### src/pkg/csr_pkg.sv
// Purpose: shared constants and types of the core status register block
// Assumes: 32-bit AXI4-Lite data, one register per aligned word (byte = 4 x index)
// Notes:   register indices are kept as printed; byte address is index times four
package csr_pkg;

  // ----------------------------------------------------------------
  // register indices
  // ----------------------------------------------------------------
  localparam logic [9:0] IDX_TIMER_ZERO = 10'h001; // timer zero count
  localparam logic [6:0] IDX_STATUS_LOW = 7'h03;   // status, same in every bank
  localparam logic [9:0] IDX_PORT       = 10'h005; // port pins (input only pin)
  localparam logic [9:0] IDX_PC_LATCH   = 10'h00a; // pc_high_latch
  localparam logic [9:0] IDX_OPTION     = 10'h081; // option register
  localparam logic [9:0] IDX_DIR        = 10'h085; // port direction register
  localparam logic [9:0] IDX_CORE_OP    = 10'h040; // instruction issue word
  localparam logic [9:0] IDX_CORE_RES   = 10'h041; // result and program counter
  localparam logic [9:0] IDX_ADDR       = 10'h042; // fsr write, addresses read

  // ----------------------------------------------------------------
  // field positions and reset values
  // ----------------------------------------------------------------
  localparam int unsigned PIN_BIT     = 5;     // input_only_pin position
  localparam int unsigned PSA_BIT     = 3;     // prescaler_assign_bit
  localparam int unsigned OP_W_LSB    = 0;     // working register operand
  localparam int unsigned OP_F_LSB    = 8;     // file operand value
  localparam int unsigned OP_ADDR_LSB = 16;    // 7-bit file address
  localparam int unsigned OP_DEST_BIT = 23;    // 1 = result goes to file
  localparam int unsigned OP_CODE_LSB = 24;    // operation code
  localparam logic [7:0]  STATUS_RST  = 8'h18; // both event flags set at power-up
  localparam logic [7:0]  OPTION_RST  = 8'hff;
  localparam logic [7:0]  DIR_RST     = 8'hff;
  localparam logic [1:0]  RESP_OKAY   = 2'h0;
  localparam logic [1:0]  RESP_SLVERR = 2'h2;
  localparam int unsigned WDT_BASE_CYCLES = 256; // watchdog base divide count

  // ----------------------------------------------------------------
  // types
  // ----------------------------------------------------------------
  typedef enum logic [3:0] {
    CSR_OP_ADD   = 4'h0, CSR_OP_SUB   = 4'h1, CSR_OP_AND  = 4'h2,
    CSR_OP_OR    = 4'h3, CSR_OP_XOR   = 4'h4, CSR_OP_CLEAR_FILE_OP = 4'h5,
    CSR_OP_MOVE_W_TO_FILE_OP = 4'h6, CSR_OP_NIBBLE_SWAP_OP = 4'h7, CSR_OP_BCF  = 4'h8,
    CSR_OP_BSF   = 4'h9, CSR_OP_WATCHDOG_CLEAR_OP = 4'ha, CSR_OP_SLEEP = 4'hb,
    CSR_OP_GOTO  = 4'hc
  } csr_op_t;

  typedef struct packed {
    logic       indirect_bank_select;   // indirect_bank_select
    logic [1:0] rp;    // direct_bank_sel_hi, direct_bank_sel_lo
    logic       to;    // watchdog_expiry_flag
    logic       pd;    // powerdown_flag
    logic       z;     // zero flag
    logic       dc;    // nibble_carry_flag
    logic       c;     // carry flag
  } csr_status_t;

  typedef struct packed {
    logic [7:0] res;   // result value
    logic       wr;    // op writes a destination
    logic [2:0] mask;  // flags touched: z, dc, c
    logic       z;
    logic       dc;
    logic       c;
  } csr_alu_t;

endpackage

### src/design/csr_top.sv
// Purpose: core status register bank with AXI4-Lite access
// Assumes: single clock, synchronous active-low reset, inputs synchronous
// Notes:   the op register issues one instruction to the arithmetic path
`timescale 1ns/1ps
module csr_top #(
  parameter int unsigned ADDR_W   = 12,
  parameter int unsigned WDT_BASE = csr_pkg::WDT_BASE_CYCLES
) (
  input  wire logic              aclk,
  input  wire logic              aresetn,
  input  wire logic              ce,
  input  wire logic [ADDR_W-1:0] awaddr,
  input  wire logic              awvalid,
  output logic                   awready,
  input  wire logic [31:0]       wdata,
  input  wire logic [3:0]        wstrb,
  input  wire logic              wvalid,
  output logic                   wready,
  output logic [1:0]             bresp,
  output logic                   bvalid,
  input  wire logic              bready,
  input  wire logic [ADDR_W-1:0] araddr,
  input  wire logic              arvalid,
  output logic                   arready,
  output logic [31:0]            rdata,
  output logic [1:0]             rresp,
  output logic                   rvalid,
  input  wire logic              rready,
  input  wire logic              input_only_pin,
  output logic                   wdt_timeout
);

  if (ADDR_W < 12 || ADDR_W > 32) begin : g_chk
    $error("ADDR_W must be 12..32");
  end

  // ----------------------------------------------------------------
  // state
  // ----------------------------------------------------------------
  csr_pkg::csr_status_t st_r, st_nxt;      // status register
  logic [7:0]  tmr_r, tmr_nxt;             // timer_zero
  logic [7:0]  opt_r, opt_nxt;             // option register
  logic [7:0]  dir_r, dir_nxt;             // direction latch as written
  logic [7:0]  fsr_r, fsr_nxt;             // indirect pointer
  logic [7:0]  res_r, res_nxt;             // last result
  logic [4:0]  pcl_r, pcl_nxt;             // pc_high_latch
  logic [12:0] pc_r, pc_nxt;               // program counter
  logic [31:0] op_r, op_nxt;               // issued op word
  logic        go_r, go_nxt;               // op executes this cycle
  logic [8:0]  dadr_r, dadr_nxt;           // last direct address
  logic [8:0]  iadr_r, iadr_nxt;           // last indirect address
  logic        wto_r, wto_nxt;             // timeout pulse out
  logic        awr_r, awr_nxt, bv_r, bv_nxt, arr_r, arr_nxt, rv_r, rv_nxt;
  logic [1:0]  br_r, br_nxt, rr_r, rr_nxt;
  logic [31:0] rd_r, rd_nxt;

  // ----------------------------------------------------------------
  // decode helpers
  // ----------------------------------------------------------------
  // status answers at the same low offset in every bank
  function automatic logic is_status(input logic [9:0] i);
    is_status = (i[9] == 1'b0) && (i[6:0] == csr_pkg::IDX_STATUS_LOW);
  endfunction

  function automatic logic is_mapped(input logic [9:0] i);
    is_mapped = is_status(i) || i == csr_pkg::IDX_TIMER_ZERO ||
                i == csr_pkg::IDX_PORT || i == csr_pkg::IDX_PC_LATCH ||
                i == csr_pkg::IDX_OPTION || i == csr_pkg::IDX_DIR ||
                i == csr_pkg::IDX_CORE_OP || i == csr_pkg::IDX_CORE_RES ||
                i == csr_pkg::IDX_ADDR;
  endfunction

  // ----------------------------------------------------------------
  // submodules
  // ----------------------------------------------------------------
  csr_pkg::csr_op_t  opc;
  csr_pkg::csr_alu_t alu;
  logic [7:0] wreg, fval;
  logic [6:0] addr7;
  logic       dest_st, t0_tick, wdt_expire, wdt_clear;

  assign opc     = csr_pkg::csr_op_t'(op_r[csr_pkg::OP_CODE_LSB +: 4]);
  assign wreg    = op_r[csr_pkg::OP_W_LSB +: 8];
  assign addr7   = op_r[csr_pkg::OP_ADDR_LSB +: 7];
  // file destination is status when its low address matches in any bank
  assign dest_st = op_r[csr_pkg::OP_DEST_BIT] && (addr7 == csr_pkg::IDX_STATUS_LOW);
  assign fval    = dest_st ? st_r : op_r[csr_pkg::OP_F_LSB +: 8];
  assign wdt_clear = go_r && (opc == csr_pkg::CSR_OP_WATCHDOG_CLEAR_OP || opc == csr_pkg::CSR_OP_SLEEP);

  csr_alu u_alu (
    .op (opc),
    .w  (wreg),
    .f  (fval),
    .o  (alu)
  );

  csr_prescale #(.WDT_BASE(WDT_BASE)) u_pre (
    .aclk       (aclk),
    .aresetn    (aresetn),
    .ce         (ce),
    .prescaler_assign_bit        (opt_r[csr_pkg::PSA_BIT]),
    .ps         (opt_r[2:0]),
    .wdt_clear  (wdt_clear),
    .t0_tick    (t0_tick),
    .wdt_expire (wdt_expire)
  );

  // ----------------------------------------------------------------
  // bus slave
  // ----------------------------------------------------------------
  logic [9:0] wr_idx, rd_idx;
  logic       wr_do, rd_do;

  assign wr_idx = awaddr[11:2];
  assign rd_idx = araddr[11:2];
  assign wr_do  = awr_r && awvalid && wvalid;   // both taken together
  assign rd_do  = arr_r && arvalid;

  // read value mux; direction bit of the input pin always reads one
  function automatic logic [31:0] rd_val(input logic [9:0] i);
    rd_val = 32'h0000_0000;
    if (is_status(i)) rd_val = {24'h0, st_r};
    else if (i == csr_pkg::IDX_TIMER_ZERO) rd_val = {24'h0, tmr_r};
    else if (i == csr_pkg::IDX_PORT) rd_val = {24'h0, 8'(input_only_pin) << csr_pkg::PIN_BIT};
    else if (i == csr_pkg::IDX_PC_LATCH) rd_val = {27'h0, pcl_r};
    else if (i == csr_pkg::IDX_OPTION) rd_val = {24'h0, opt_r};
    else if (i == csr_pkg::IDX_DIR)
      rd_val = {24'h0, dir_r | (8'h01 << csr_pkg::PIN_BIT)};
    else if (i == csr_pkg::IDX_CORE_OP) rd_val = op_r;
    else if (i == csr_pkg::IDX_CORE_RES) rd_val = {11'h0, pc_r, res_r};
    else if (i == csr_pkg::IDX_ADDR) rd_val = {7'h0, iadr_r, 7'h0, dadr_r};
  endfunction

  // handshake next state: accept write only with both channels valid
  always_comb begin
    awr_nxt = awvalid && wvalid && !awr_r && !bv_r;
    bv_nxt  = bv_r;
    br_nxt  = br_r;
    if (bv_r && bready) begin
      bv_nxt = 1'b0;
    end
    if (wr_do) begin
      bv_nxt = 1'b1;
      br_nxt = is_mapped(wr_idx) ? csr_pkg::RESP_OKAY : csr_pkg::RESP_SLVERR;
    end
    arr_nxt = arvalid && !arr_r && !rv_r;
    rv_nxt  = rv_r;
    rr_nxt  = rr_r;
    rd_nxt  = rd_r;
    if (rv_r && rready) begin
      rv_nxt = 1'b0;
    end
    if (rd_do) begin
      rv_nxt = 1'b1;
      rd_nxt = rd_val(rd_idx);
      rr_nxt = is_mapped(rd_idx) ? csr_pkg::RESP_OKAY : csr_pkg::RESP_SLVERR;
    end
  end

  // handshake registers
  always_ff @(posedge aclk) begin
    if (!aresetn) begin
      awr_r <= 1'b0;
      bv_r  <= 1'b0;
      br_r  <= csr_pkg::RESP_OKAY;
      arr_r <= 1'b0;
      rv_r  <= 1'b0;
      rr_r  <= csr_pkg::RESP_OKAY;
      rd_r  <= 32'h0000_0000;
    end else if (ce) begin
      awr_r <= awr_nxt;
      bv_r  <= bv_nxt;
      br_r  <= br_nxt;
      arr_r <= arr_nxt;
      rv_r  <= rv_nxt;
      rr_r  <= rr_nxt;
      rd_r  <= rd_nxt;
    end
  end

  assign awready = awr_r;
  assign wready  = awr_r;
  assign bvalid  = bv_r;
  assign bresp   = br_r;
  assign arready = arr_r;
  assign rvalid  = rv_r;
  assign rresp   = rr_r;
  assign rdata   = rd_r;
  assign wdt_timeout = wto_r;

  // ----------------------------------------------------------------
  // core state next values
  // ----------------------------------------------------------------
  logic wr_ok;
  assign wr_ok = wr_do && wstrb[0];   // all registers but the 32-bit op word sit in byte lane 0

  always_comb begin
    st_nxt = st_r;  tmr_nxt = tmr_r; opt_nxt = opt_r; dir_nxt = dir_r;
    fsr_nxt = fsr_r; res_nxt = res_r; pcl_nxt = pcl_r; pc_nxt = pc_r;
    op_nxt = op_r;  dadr_nxt = dadr_r; iadr_nxt = iadr_r;
    go_nxt  = 1'b0;
    wto_nxt = wdt_expire;
    // timer zero: software load beats a count
    if (t0_tick) tmr_nxt = tmr_r + 8'h01;
    if (wr_ok) begin
      if (is_status(wr_idx)) begin
        // event flags keep their value on any software write
        st_nxt = {wdata[7:5], st_r.to, st_r.pd, wdata[2:0]};
      end
      if (wr_idx == csr_pkg::IDX_TIMER_ZERO) tmr_nxt = wdata[7:0];
      if (wr_idx == csr_pkg::IDX_PC_LATCH) pcl_nxt = wdata[4:0];
      if (wr_idx == csr_pkg::IDX_OPTION) opt_nxt = wdata[7:0];
      if (wr_idx == csr_pkg::IDX_DIR) dir_nxt = wdata[7:0];
      if (wr_idx == csr_pkg::IDX_ADDR) fsr_nxt = wdata[7:0];
      if (wr_idx == csr_pkg::IDX_CORE_OP) begin
        op_nxt = wdata;
        go_nxt = 1'b1;
      end
    end
    // watchdog expiry clears the time-out flag
    if (wdt_expire) st_nxt.to = 1'b0;
    if (go_r) begin
      dadr_nxt = {st_r.rp, addr7};
      iadr_nxt = {st_r.indirect_bank_select, fsr_r};
      pc_nxt   = pc_r + 13'h0001;
      if (alu.wr) res_nxt = alu.res;
      if (alu.wr && dest_st) begin
        // plain data write to the non-event bits
        st_nxt = {alu.res[7:5], st_r.to, st_r.pd, alu.res[2:0]};
      end
      // flag results override any data write to those bits
      if (alu.mask[2]) st_nxt.z  = alu.z;
      if (alu.mask[1]) st_nxt.dc = alu.dc;
      if (alu.mask[0]) st_nxt.c  = alu.c;
      case (opc)
        csr_pkg::CSR_OP_WATCHDOG_CLEAR_OP: begin
          st_nxt.to = 1'b1;
          st_nxt.pd = 1'b1;
        end
        csr_pkg::CSR_OP_SLEEP: begin
          st_nxt.to = 1'b1;
          st_nxt.pd = 1'b0;
        end
        // clearing status as a file leaves both carry flags alone
        csr_pkg::CSR_OP_CLEAR_FILE_OP: begin
          if (dest_st) begin
            st_nxt.dc = st_r.dc;
            st_nxt.c  = st_r.c;
          end
        end
        // upper counter bits come only from the holding latch
        csr_pkg::CSR_OP_GOTO: pc_nxt = {pcl_r, wreg};
        default: ;
      endcase
    end
  end

  // core state registers
  always_ff @(posedge aclk) begin
    if (!aresetn) begin
      st_r  <= csr_pkg::STATUS_RST;  tmr_r <= 8'h00;
      opt_r <= csr_pkg::OPTION_RST;  dir_r <= csr_pkg::DIR_RST;
      fsr_r <= 8'h00;  res_r <= 8'h00;  pcl_r <= 5'h00;
      pc_r  <= 13'h0000;  op_r <= 32'h0000_0000;  go_r <= 1'b0;
      dadr_r <= 9'h000;  iadr_r <= 9'h000;  wto_r <= 1'b0;
    end else if (ce) begin
      st_r  <= st_nxt;   tmr_r <= tmr_nxt;  opt_r <= opt_nxt;
      dir_r <= dir_nxt;  fsr_r <= fsr_nxt;  res_r <= res_nxt;
      pcl_r <= pcl_nxt;  pc_r  <= pc_nxt;   op_r  <= op_nxt;
      go_r  <= go_nxt;   dadr_r <= dadr_nxt; iadr_r <= iadr_nxt;
      wto_r <= wto_nxt;
    end
  end
endmodule // csr_top

### src/design/csr_alu.sv
// Purpose: arithmetic unit producing result and zero/nibble/carry flags
// Assumes: purely combinational, sampled by the caller
// Notes:   subtraction adds the two's complement of the working operand
`timescale 1ns/1ps
module csr_alu (
  input  wire csr_pkg::csr_op_t op,
  input  wire logic [7:0]       w,
  input  wire logic [7:0]       f,
  output csr_pkg::csr_alu_t     o
);

  // ----------------------------------------------------------------
  // operation decode
  // ----------------------------------------------------------------
  logic [7:0] b;      // second adder operand
  logic       cin;    // carry in
  logic [8:0] sum;    // full sum with carry out
  logic [4:0] nib;    // low nibble sum

  always_comb begin
    b   = (op == csr_pkg::CSR_OP_SUB) ? ~w : w;
    cin = (op == csr_pkg::CSR_OP_SUB);
    sum = {1'b0, f} + {1'b0, b} + {8'h00, cin};
    nib = {1'b0, f[3:0]} + {1'b0, b[3:0]} + {4'h0, cin};
    o   = '0;
    o.wr = 1'b1;
    case (op)
      csr_pkg::CSR_OP_ADD, csr_pkg::CSR_OP_SUB: begin
        o.res  = sum[7:0];
        o.mask = 3'h7;
      end
      csr_pkg::CSR_OP_AND:   begin o.res = f & w; o.mask = 3'h4; end
      csr_pkg::CSR_OP_OR:    begin o.res = f | w; o.mask = 3'h4; end
      csr_pkg::CSR_OP_XOR:   begin o.res = f ^ w; o.mask = 3'h4; end
      csr_pkg::CSR_OP_CLEAR_FILE_OP:  begin o.res = 8'h00; o.mask = 3'h4; end
      csr_pkg::CSR_OP_MOVE_W_TO_FILE_OP: o.res = w;                  // flags untouched
      csr_pkg::CSR_OP_NIBBLE_SWAP_OP: o.res = {f[3:0], f[7:4]};
      csr_pkg::CSR_OP_BCF:   o.res = f & ~(8'h01 << w[2:0]);
      csr_pkg::CSR_OP_BSF:   o.res = f | (8'h01 << w[2:0]);
      default:               o.wr = 1'b0;                // control ops
    endcase
    o.z  = (o.res == 8'h00);
    o.dc = nib[4];
    o.c  = sum[8];
  end

endmodule // csr_alu

### src/design/csr_prescale.sv
// Purpose: shared prescaler for timer zero or watchdog, plus watchdog divider
// Assumes: one tick per enabled clock is the instruction rate
// Notes:   clearing the watchdog also clears the prescaler when it is assigned there
`timescale 1ns/1ps
module csr_prescale #(
  parameter int unsigned WDT_BASE = csr_pkg::WDT_BASE_CYCLES
) (
  input  wire logic       aclk,
  input  wire logic       aresetn,
  input  wire logic       ce,
  input  wire logic       prescaler_assign_bit,
  input  wire logic [2:0] ps,
  input  wire logic       wdt_clear,
  output logic            t0_tick,
  output logic            wdt_expire
);

  if (WDT_BASE < 2 || WDT_BASE > 65536) begin : g_chk
    $error("WDT_BASE out of range");
  end

  // ----------------------------------------------------------------
  // counters
  // ----------------------------------------------------------------
  logic [15:0] base_r, base_nxt;   // watchdog own divider
  logic [7:0]  pre_r, pre_nxt;     // shared prescaler
  logic        exp_r, exp_nxt;     // registered expiry pulse
  logic        base_tick;

  // rate mask: low n bits set
  function automatic logic [7:0] rate_mask(input logic [3:0] n);
    rate_mask = 8'((9'h001 << n) - 9'h001);
  endfunction

  assign wdt_expire = exp_r;

  // next state of the scalers
  always_comb begin
    base_tick = (base_r == 16'(WDT_BASE - 1));
    base_nxt  = base_tick ? 16'h0000 : base_r + 16'h0001;
    pre_nxt   = pre_r;
    // timer zero runs 1:1 while the prescaler serves the watchdog
    t0_tick   = prescaler_assign_bit ? 1'b1
                    : ((pre_r & rate_mask({1'b0, ps} + 4'h1)) ==
                        rate_mask({1'b0, ps} + 4'h1));
    exp_nxt   = prescaler_assign_bit ? (base_tick &&
                       ((pre_r & rate_mask({1'b0, ps})) == rate_mask({1'b0, ps})))
                    : base_tick;
    if (prescaler_assign_bit ? base_tick : 1'b1) begin
      pre_nxt = pre_r + 8'h01;
    end
    if (wdt_clear) begin
      base_nxt = 16'h0000;
      exp_nxt  = 1'b0;
      if (prescaler_assign_bit) begin
        pre_nxt = 8'h00;
      end
    end
  end

  // register the scalers
  always_ff @(posedge aclk) begin
    if (!aresetn) begin
      base_r <= 16'h0000;
      pre_r  <= 8'h00;
      exp_r  <= 1'b0;
    end else if (ce) begin
      base_r <= base_nxt;
      pre_r  <= pre_nxt;
      exp_r  <= exp_nxt;
    end
  end

endmodule // csr_prescale

### config.mk
export PLATFORM = sky130hd
export DESIGN_NAME = csr_top
export DESIGN_NICKNAME = d
export VERILOG_FILES = /design/src/pkg/csr_pkg.sv /design/src/design/csr_top.sv /design/src/design/csr_alu.sv /design/src/design/csr_prescale.sv
export SDC_FILE = /design/constraint.sdc
export NUM_CORES = 1
export LEC_CHECK = 0
export BUFFER_PORTS_ARGS = -buffer_cell sky130_fd_sc_hd__buf_2
export CORE_MARGIN = 2
export CORE_UTILIZATION = 50
export CTS_BUF_LIST = sky130_fd_sc_hd__clkbuf_8 sky130_fd_sc_hd__clkbuf_16
export DETAILED_ROUTE_END_ITERATION = 8
export PLACE_DENSITY = 0.78
export RECOVER_POWER = 100
export REMOVE_ABC_BUFFERS = 1
export SLEW_MARGIN = 15
export SYNTH_ARGS = -nofsm -noshare
export SYNTH_HDL_FRONTEND = slang
export SYNTH_HIERARCHICAL = 1
export SYNTH_SLANG_ARGS = --single-unit
### constraint.sdc
create_clock -name aclk -period 9.15 [get_ports aclk]
set_clock_uncertainty 0.2 [all_clocks]
set_input_delay 1.3725 -clock aclk [delete_from_list [all_inputs] [get_ports aclk]]
set_output_delay 1.3725 -clock aclk [all_outputs]
set_load 0.005 [all_outputs]
==> out/summary.txt, run 1 <==
status = finished with violations
failing checks = max-capacitance violations, max-slew violations
total CTS buffers = 17
Worst setup EP type = flip-flop
clock slew at reported path FFs = 0.07 ns
First DRT Iteration DRCs = 1113
core area = 21000 sq um
fin crit period = 6.06 ns
#FFs+latches synth = 180
antenna cells = 0
class of the worst hold path = flip-flop to flip-flop
WHS = 0.253 ns
highest clock rate = 165 MHz
Final #Nets = 1442
placed cells = 1615
Worst Max-Slew Pin Slew = 3.92 ns
Post-Syn Area = 10600 sq um
count of final hold-check violations = 0
Max Slew Vio Count = 213
root buf cell = clkbuf_16
R2R depth = 14
Pleak = 0.00409 uW
Synth area leader = dfxtp_1
Vias/cell = 6.36
final setup TNS = 0 ns
Critical Path RT = 9.10 ns
worst hold path cell count = 2
pin count of the biggest net entering global routing = 87
wire per inst = 19.6 um
met2 wire len = 14.9 mm
I/O pins = 111
Final Instance Area = 11600 sq um
highest metal used = met4
most frequent cell after synthesis = nand2_1
initial antenna violation count = 0
Syn-to-layout area delta = 9.21%
vias in the first global route = 9393
synth top area cells = dfxtp_1 34%, nand2_1 7.5%, mux2i_1 5.4%, a21oi_1 4.8%, o21ai_0 3.7%
setup violators final = 0
Final Non-Filler Cells = 1647
worst setup path category = input port to flip-flop
half-perimeter wire length after placement = 22.0 mm
CTS tree = built
Netlist cell types = 96
final WL = 32.3 mm
Ys Warns = 6
Place WS = 4.05 ns
Initial Utilization = 50.8%
VDD IR max = 132 uV
crit start category = input port
DRC Markers = 0
clock tree buffer depth = 2
Post-CTS Hold Fix Bufs = 0
top cell type's share of synthesized area = 33.8%
Synth Area per Inst = 8.04 sq um
I/O Buffers = 101
clock latency on the worst-skew pair = 0.44 ns
routed vias = 10500
H-tree levels = 4
die area = 22500 sq um
layout cells sized above 1 = 12.0%
Final period util = 66.2%
first-pass GRT wire length = 50.3 mm
Final ANT Viol Nets = 0
row count = 53
Post-synth top flop = dfxtp_1
worst setup margin = 3.09 ns
crit path max fanout = 86
Slew Limit Headroom = -161%
area post-placement = 11100 sq um
GR Util All Layers = 28.3%
final RePlAce weighted congestion = 0.979
clock sinks = 180
RSZ-0062 raised after global routing = false
pwr dens = 141 nW/um^2
routed length on met3 = 2.39 mm
max cap viols = 5
Data arrival, critical path = 6.01 ns
die height = 150 um
Die Wd = 150 um
Post-synth top cells = 214 x nand2_1, 180 x dfxtp_1, 103 x a21oi_1, 79 x o21ai_0, 70 x nor2_1
1st-pass router iterations = 6
post-CTS setup buffer count = 0
post-cts resize count = 0
register area share after synthesis = 33.8%
Post-synth EDFFs = 0
met1 WL = 13.8 mm
Cells after Synth = 1325
grt total ovfl = 0
share of flip-flops with an asynchronous set or reset = 0%
==> cell type report <==
type / instances / area [sq um]
fillers: 1999 / 9330
multi-input cells: 1017 / 6390
flip-flops and latches: 180 / 3600
repair buffers: 114 / 559
clock buffers: 20 / 467
well taps: 275 / 344
clock inverters: 12 / 153
inverters: 29 / 109
==> critical path, stage by stage <==
cell and delay, ns:
buf_2 0.10, clkbuf_1 0.82, inv_1 0.67, clkbuf_1 2.77
nor3_1 0.19
==> kinds of logic (layout without fill, tap and decap cells) <==
family                   after synthesis  after routing  share of synthesized area, %
AND/OR/NAND/NOR                      555            555                          27.8
adder cells (fa/ha/maj)               14             14                          1.72
other                                  2              3                        0.0705
buffers and inverters                129            175                          5.83
XOR/XNOR                              22             22                          1.81
flip-flops                           180            180                          33.8
multiplexers                          67             67                          6.45
AO/OA/AOI/OAI                        356            356                          22.5
==> registers in the layout, indices dropped and copies added (netlist names), 5 cells and up <==
signal and count:
dadr_r 9, dir_r 7, fsr_r 8, iadr_r 9, op_r 32, opt_r 8
pc_r 13, pcl_r 5, rdata 32, res_r 8, st_r 8, tmr_r 8
u_pre/base_r 16, u_pre/pre_r 8
==> per-layer routing <==
metal / up-vias / GRT usage (%)
met5: - / 0
met2: 478 / 44.7
met3: 84 / 4.57
met4: 0 / 12.4
li1: 4943 / -
met1: 4967 / 38.1
==> placed cells by master (no fill, tap or decap), types with 9 or more instances in the layout <==
master and n:
nor4b_1 9, a222oi_1 11, nor2b_1 20, nand4_1 27
nand2b_1 26, o21ai_0 79, and3_1 10, o31ai_1 14
xor2_1 17, ha_1 13, nand3_1 37, nand2_1 214
buf_2 75, dfxtp_1 180, nor4_1 9, a31oi_1 10
and2_1 9, inv_1 30, nand3b_1 10, nor2_1 70
nor3b_1 13, clkbuf_16 17, a32o_1 9, a21oi_1 103
mux2i_1 57, buf_4 10, nor3_1 39, or3_1 14
a211oi_1 12, clkbuf_1 27
==> where the power goes <==
part / internal (uW) / switching, uW
clock: 452 / 321
combinational: 25.3 / 55.8
sequential: 787 / 3.97
total: 1260 / 381
==> path summary, 6_finish.rpt <==
kind	endpoint	start	slack [ns]
worst max-delay path	rdata[23]	aresetn	3.09
worst min-delay path	op_r[28]	op_r[28]	0.25
worst max register to register	st_r[2]	op_r[20]	3.84
worst min register to register	op_r[28]	op_r[28]	0.25
==> through the flow <==
step / utilization, % / total power, uW
floorplan: - / 842
global placement: 53.0 / 888
detailed placement: 53.0 / 889
CTS: 55.9 / 1650
global route: 55.5 / 1690
finish: 55.5 / 1640
Power figures use the tool's default switching activity.
==> inputs of run 2 (changes only) <==
PLACE_DENSITY = 0.81   (was 0.78)
clock period = 5.4 ns   (was 9.15 ns; I/O delays follow)
==> out/summary.txt, run 2 (synthesis results as in run 1) <==
Final ANT Viol Nets = 0 (unchanged)
routed vias = 10600 (+0.83%)
total CTS buffers = 17 (unchanged)
half-perimeter wire length after placement = 23.1 mm (+5.0%)
core area = 21000 sq um (unchanged)
Max Slew Vio Count = 114 (-46%)
register area = 3600 sq um (unchanged)
post-cts resize count = 0 (unchanged)
worst setup path category = flip-flop to flip-flop
class of the worst hold path = flip-flop to flip-flop
setup violators final = 0 (unchanged)
Data arrival, critical path = 4.91 ns (-1.10 ns)
crit-path cells = nor4b_1 -> clkbuf_1 -> nand2_1 -> clkbuf_1 -> mux2_1 -> nand2_1 -> a21boi_0 -> fa_1 -> nand2b_1 -> a21oi_1 -> a2111oi_0 -> or3b_1 -> or4b_1 -> nor4_1 -> a32oi_1 -> a31oi_1
DRC Markers = 0 (unchanged)
Post-CTS Hold Fix Bufs = 0 (unchanged)
clock tree buffer depth = 2 (unchanged)
I/O pins = 111 (unchanged)
WHS = 0.248 ns (-0.00561 ns)
die area = 22500 sq um (unchanged)
crit path max fanout = 8 (-91%)
grt total ovfl = 0 (unchanged)
Syn-to-layout area delta = 9.24% (about the same)
Buf+Inv Stages, Crit Path = 2 (-2)
First DRT Iteration DRCs = 1235 (+11%)
1st-pass router iterations = 6 (unchanged)
Util after Layout = 55.5% (about the same)
final RePlAce weighted congestion = 0.971 (-0.87%)
die height = 150 um (unchanged)
commonest non-fill, non-tap cell in the layout = nand2_1
pwr dens = 232 nW/um^2 (+64%)
failing checks = max-capacitance violations, max-slew violations
I/O Buffers = 101 (unchanged)
post-CTS setup buffer count = 0 (unchanged)
Die Wd = 150 um (unchanged)
CTS tree = built
clock sinks = 180 (unchanged)
Crit path max-delay family = simple AND/OR/NAND/NOR gates
commonest cells after routing, fill and taps aside = 214 x nand2_1, 180 x dfxtp_1, 104 x a21oi_1
count of final hold-check violations = 0 (unchanged)
clock slew at reported path FFs = 0.07 ns (about the same)
clock latency on the worst-skew pair = 0.43 ns (about the same)
status = finished with violations
max cap viols = 5 (unchanged)
GR Util All Layers = 29.1% (+0.86 points)
vias in the first global route = 9566 (+1.8%)
Vias/cell = 6.37 (+0.22%)
H-tree levels = 4 (unchanged)
Critical Path RT = 5.56 ns (-3.54 ns)
filler cell count = 1991 (-0.40%)
Pleak = 0.00406 uW (-0.76%)
Slew Limit Headroom = -64.5% (+97 points)
RSZ-0062 raised after global routing = false
layout cells sized above 1 = 11.9% (-0.014 points)
Final #Nets = 1452 (+0.69%)
pin count of the biggest net entering global routing = 59 (-32%)
total power = 2700 uW (+64%)
Worst Max-Slew Pin Slew = 2.44 ns (-1.47 ns)
first-pass GRT wire length = 51.5 mm (+2.4%)
highest-delay cell along the critical path = or4b_1
fin crit period = 4.75 ns
slowest stage delay, CP = 0.48 ns (-2.29 ns)
VDD IR max = 167 uV (+27%)
row count = 53 (unchanged)
final setup TNS = 0 ns (unchanged)
highest clock rate = 210 MHz
final WL = 32.8 mm (+1.6%)
Final period util = 88.0%
root buf cell = clkbuf_16
wire per inst = 19.8 um (+0.94%)
Initial Utilization = 50.8% (unchanged)
Worst setup EP type = flip-flop
crit start category = flip-flop
initial antenna violation count = 0 (unchanged)
Multi-input gate area = 6400 sq um (about the same)
antenna cells = 0 (unchanged)
==> run 2: cell types whose count changed in the layout (fill, tap and decap cells not counted), sizes merged <==
cell      before  now
clkinvlp       2    3
buf           87   83
clkinv         2    6
clkbuf        47   58
bufinv         3    1
==> run 2: path summary, 6_finish.rpt <==
| path | from | end | slack (ns) | cells past startpoint |
|---|---|---|---|---|
| max reg2reg | op_r[20] | st_r[2] | 0.65 | 16 |
| min | rdata[16] | rdata[16] | 0.25 | 2 |
| min reg2reg | rdata[16] | rdata[16] | 0.25 | 2 |
| max | op_r[20] | st_r[2] | 0.65 | 16 |
==> run 2: layout make-up <==
cell class / instances / share of cell area [%]
clock buffer: 17 / 3.66
clock inverter: 15 / 1.27
inverter: 29 / 0.936
multi-input combinational: 1017 / 55.0
sequential: 180 / 31.0
tap: 275 / 2.96
timing repair buffer: 124 / 5.20
==> run 2: tightest hold or removal path, cell delays in order (launching register included) <==
cell	delay (ns)
dfxtp_1	0.32
nand2_1	0.04
o21ai_0	0.05
==> run 2: through the flow <==
stage	instance area [sq um]	worst slack, ns	instances
6_report	11600	0.648	1657
5_1_grt	11600	0.333	1657
4_1_cts	11800	0.867	1657
3_5_place_dp	11200	0.904	1625
3_3_place_gp	11200	0.980	1625
2_1_floorplan	10100	1.11	1226
==> run 2: metal layers <==
metal  share of wire [%]  wire length (um)  GRT usage, %
met5                   0                 0             0
met4                 4.3              1420          13.4
met3                 8.8              2880          4.24
met2                  45             14800          45.6
met1                  42             13600          39.6
==> run 2: power by group <==
| group | total (uW) | switching, uW | internal (uW) | leakage, uW |
|---|---|---|---|---|
| Clock | 1220 | 572 | 647 | 0.000276 |
| Sequential | 1340 | 6.30 | 1330 | 0.00145 |
| Combinational | 142 | 98.8 | 43.0 | 0.00233 |
==> inputs of run 3 (changes only) <==
ABC_AREA = 1   (was unset)
==> out/summary.txt, run 3 <==
status = finished with violations
failing checks = max-capacitance violations, max-slew violations
crit start category = input port
Vias/cell = 5.57 (-13%)
final WL = 31.0 mm (-5.3%)
grt total ovfl = 0 (unchanged)
final RePlAce weighted congestion = 0.948 (-2.4%)
row count = 53 (unchanged)
DRC Markers = 0 (unchanged)
first-pass GRT wire length = 49.7 mm (-3.4%)
class of the worst hold path = flip-flop to flip-flop
commonest non-fill, non-tap cell in the layout = nand2_1
Final #Nets = 1739 (+20%)
Post-synth top cells = 369 x nand2_1, 180 x dfxtp_1, 174 x inv_1, 151 x nor2_1, 131 x a21oi_1
Initial Utilization = 50.4% (-0.39 points)
Pleak = 0.00507 uW (+25%)
Netlist cell types = 59 (-39%)
Cells after Synth = 1589 (+20%)
post-CTS setup buffer count = 0 (unchanged)
GR Util All Layers = 28.0% (-1.1 points)
routed vias = 10800 (+2.6%)
r2r endpoint = st_r[2]
count of final hold-check violations = 0 (unchanged)
R2R Setup Slk = 1.21 ns (+0.56 ns)
1st-pass router iterations = 8 (+2)
synth top area cells = dfxtp_1 34%, nand2_1 13%, a21oi_1 6.2%, inv_1 6.2%, o21ai_0 6.1%
die height = 149 um (-0.68%)
Post-Syn Area = 10500 sq um (-1.4%)
clock tree buffer depth = 2 (unchanged)
placed cells = 1912 (+18%)
Syn-to-layout area delta = 11.1%
area post-placement = 11100 sq um (-0.48%)
wire per inst = 16.0 um (-19%)
worst setup path category = input port to flip-flop
Synth area leader = dfxtp_1
Final ANT Viol Nets = 0 (unchanged)
#FFs+latches synth = 180 (unchanged)
pwr dens = 236 nW/um^2 (+1.7%)
Final Instance Area = 11700 sq um (+0.32%)
I/O pins = 111 (unchanged)
die area = 22200 sq um (-1.4%)
layout cells sized above 1 = 11.8% (-0.14 points)
CP endpoint = pcl_r[1]
half-perimeter wire length after placement = 22.3 mm (-3.4%)
First DRT Iteration DRCs = 1140 (-7.7%)
FF-to-FF Start = op_r[16]
Critical Path RT = 5.38 ns (-0.18 ns)
Worst setup EP type = flip-flop
clock latency on the worst-skew pair = 0.44 ns (about the same)
vias in the first global route = 9821 (+2.7%)
VDD IR max = 226 uV (+36%)
commonest cells after routing, fill and taps aside = 370 x nand2_1, 180 x dfxtp_1, 177 x inv_1
most frequent cell after synthesis = nand2_1
top cell type's share of synthesized area = 34.3% (+0.48 points)
crit path max fanout = 56 (+48)
Post-synth EDFFs = 0 (unchanged)
initial antenna violation count = 0 (unchanged)
Final period util = 80.0% (-8.0 points)
clock slew at reported path FFs = 0.08 ns (about the same)
Die Wd = 149 um (-0.68%)
Final Non-Filler Cells = 1944 (+17%)
I/O Buffers = 101 (unchanged)
root buf cell = clkbuf_16
share of flip-flops with an asynchronous set or reset = 0% (unchanged)
fin crit period = 4.32 ns (-0.432 ns)
post-cts resize count = 0 (unchanged)
Post-CTS Hold Fix Bufs = 0 (unchanged)
antenna cells = 0 (unchanged)
pin count of the biggest net entering global routing = 57 (-3.4%)
Data arrival, critical path = 4.30 ns (-0.61 ns)
highest clock rate = 231 MHz (+10%)
setup violators final = 0 (unchanged)
filler cell count = 2009 (+0.90%)
CTS tree = built
H-tree levels = 4 (unchanged)
Slew Limit Headroom = -92.1% (-28 points)
Ys Warns = 6 (unchanged)
clock sinks = 180 (unchanged)
max cap viols = 3 (-2)
Worst Max-Slew Pin Slew = 2.88 ns (+0.437 ns)
Max Slew Vio Count = 130 (+14%)
final setup TNS = 0 ns (unchanged)
R2R depth = 19 (+3)
Post-synth top flop = dfxtp_1
Synth Area per Inst = 6.61 sq um (-18%)
RSZ-0062 raised after global routing = false
worst setup path start = aresetn
total CTS buffers = 17 (unchanged)
core area = 20800 sq um (-0.63%)
register area share after synthesis = 34.3% (+0.48 points)
Util after Layout = 56.0% (+0.53 points)
run 3: cell count changes after synthesis, sizes merged, moves of 25 or more:
cell,delta
nand2,+175
inv,+167
nor2,+107
nand3,+73
o21ai,+67
mux2i,-57
nand2b,-26
o211ai,+25
run 3: kinds of logic (layout without fill, tap and decap cells):
family / after synthesis / in the layout / synth area share, %
other: 2 / 3 / 0.0715
xor gates and xnor gates: 21 / 21 / 1.75
buffers and inverters: 261 / 340 / 9.92
DFF: 180 / 180 / 34.3
AOI/OAI and AO/OA: 360 / 360 / 19.2
and+or+nand+nor: 751 / 751 / 33.0
adders and majority gates: 14 / 14 / 1.74
run 3: worst max-delay path, cell delays in order:
cell and delay [ns]:
clkbuf_1 0.64, inv_1 0.60, clkbuf_1 2.09, a211oi_1 0.14
run 3: worst min-delay path by stage:
| stage | start | to | slack (ns) | cells past startpoint |
|---|---|---|---|---|
| after floorplan | iadr_r[5] | iadr_r[5] | 0.22 | 2 |
| after global placement | iadr_r[4] | iadr_r[4] | 0.24 | 2 |
| after detailed placement | iadr_r[1] | iadr_r[1] | 0.25 | 2 |
| after CTS | iadr_r[0] | iadr_r[0] | 0.26 | 2 |
| after global routing | rdata[15] | rdata[15] | 0.28 | 2 |
| final | iadr_r[1] | iadr_r[1] | 0.26 | 2 |
run 3: report_power, final:
part	total, uW	internal (uW)	switching [uW]
Combinational	141	43.4	97.5
Clock	1270	630	639
Sequential	1340	1340	7.67
Total	2750	2010	745
run 3: area by class of cell:
class	instances	area [sq um]	area share, %
multi-input combinational	1149	5840	50.1
inverter	198	744	6.38
tap	275	344	2.95
clock inverter	15	181	1.55
timing repair buffer	110	527	4.51
sequential	180	3600	30.9
clock buffer	17	425	3.65
run 3: per-stage QoR:
stage,hold slack [ns],power (uW),setup slack (ns)
floorplan,0.224,1440,2.30
CTS,0.259,2760,1.52
global route,0.283,2840,0.762
global placement,0.240,1510,1.61
detailed placement,0.247,1510,1.57
finish,0.259,2750,1.08
run 3: layer usage:
layer	share of wire (%)	vias to the layer above	global-route usage, %
li1	-	5371	-
met1	44	4927	38.9
met2	45	483	44.5
met3	8.7	48	5.20
met4	2.3	0	8.10
met5	0	-	0
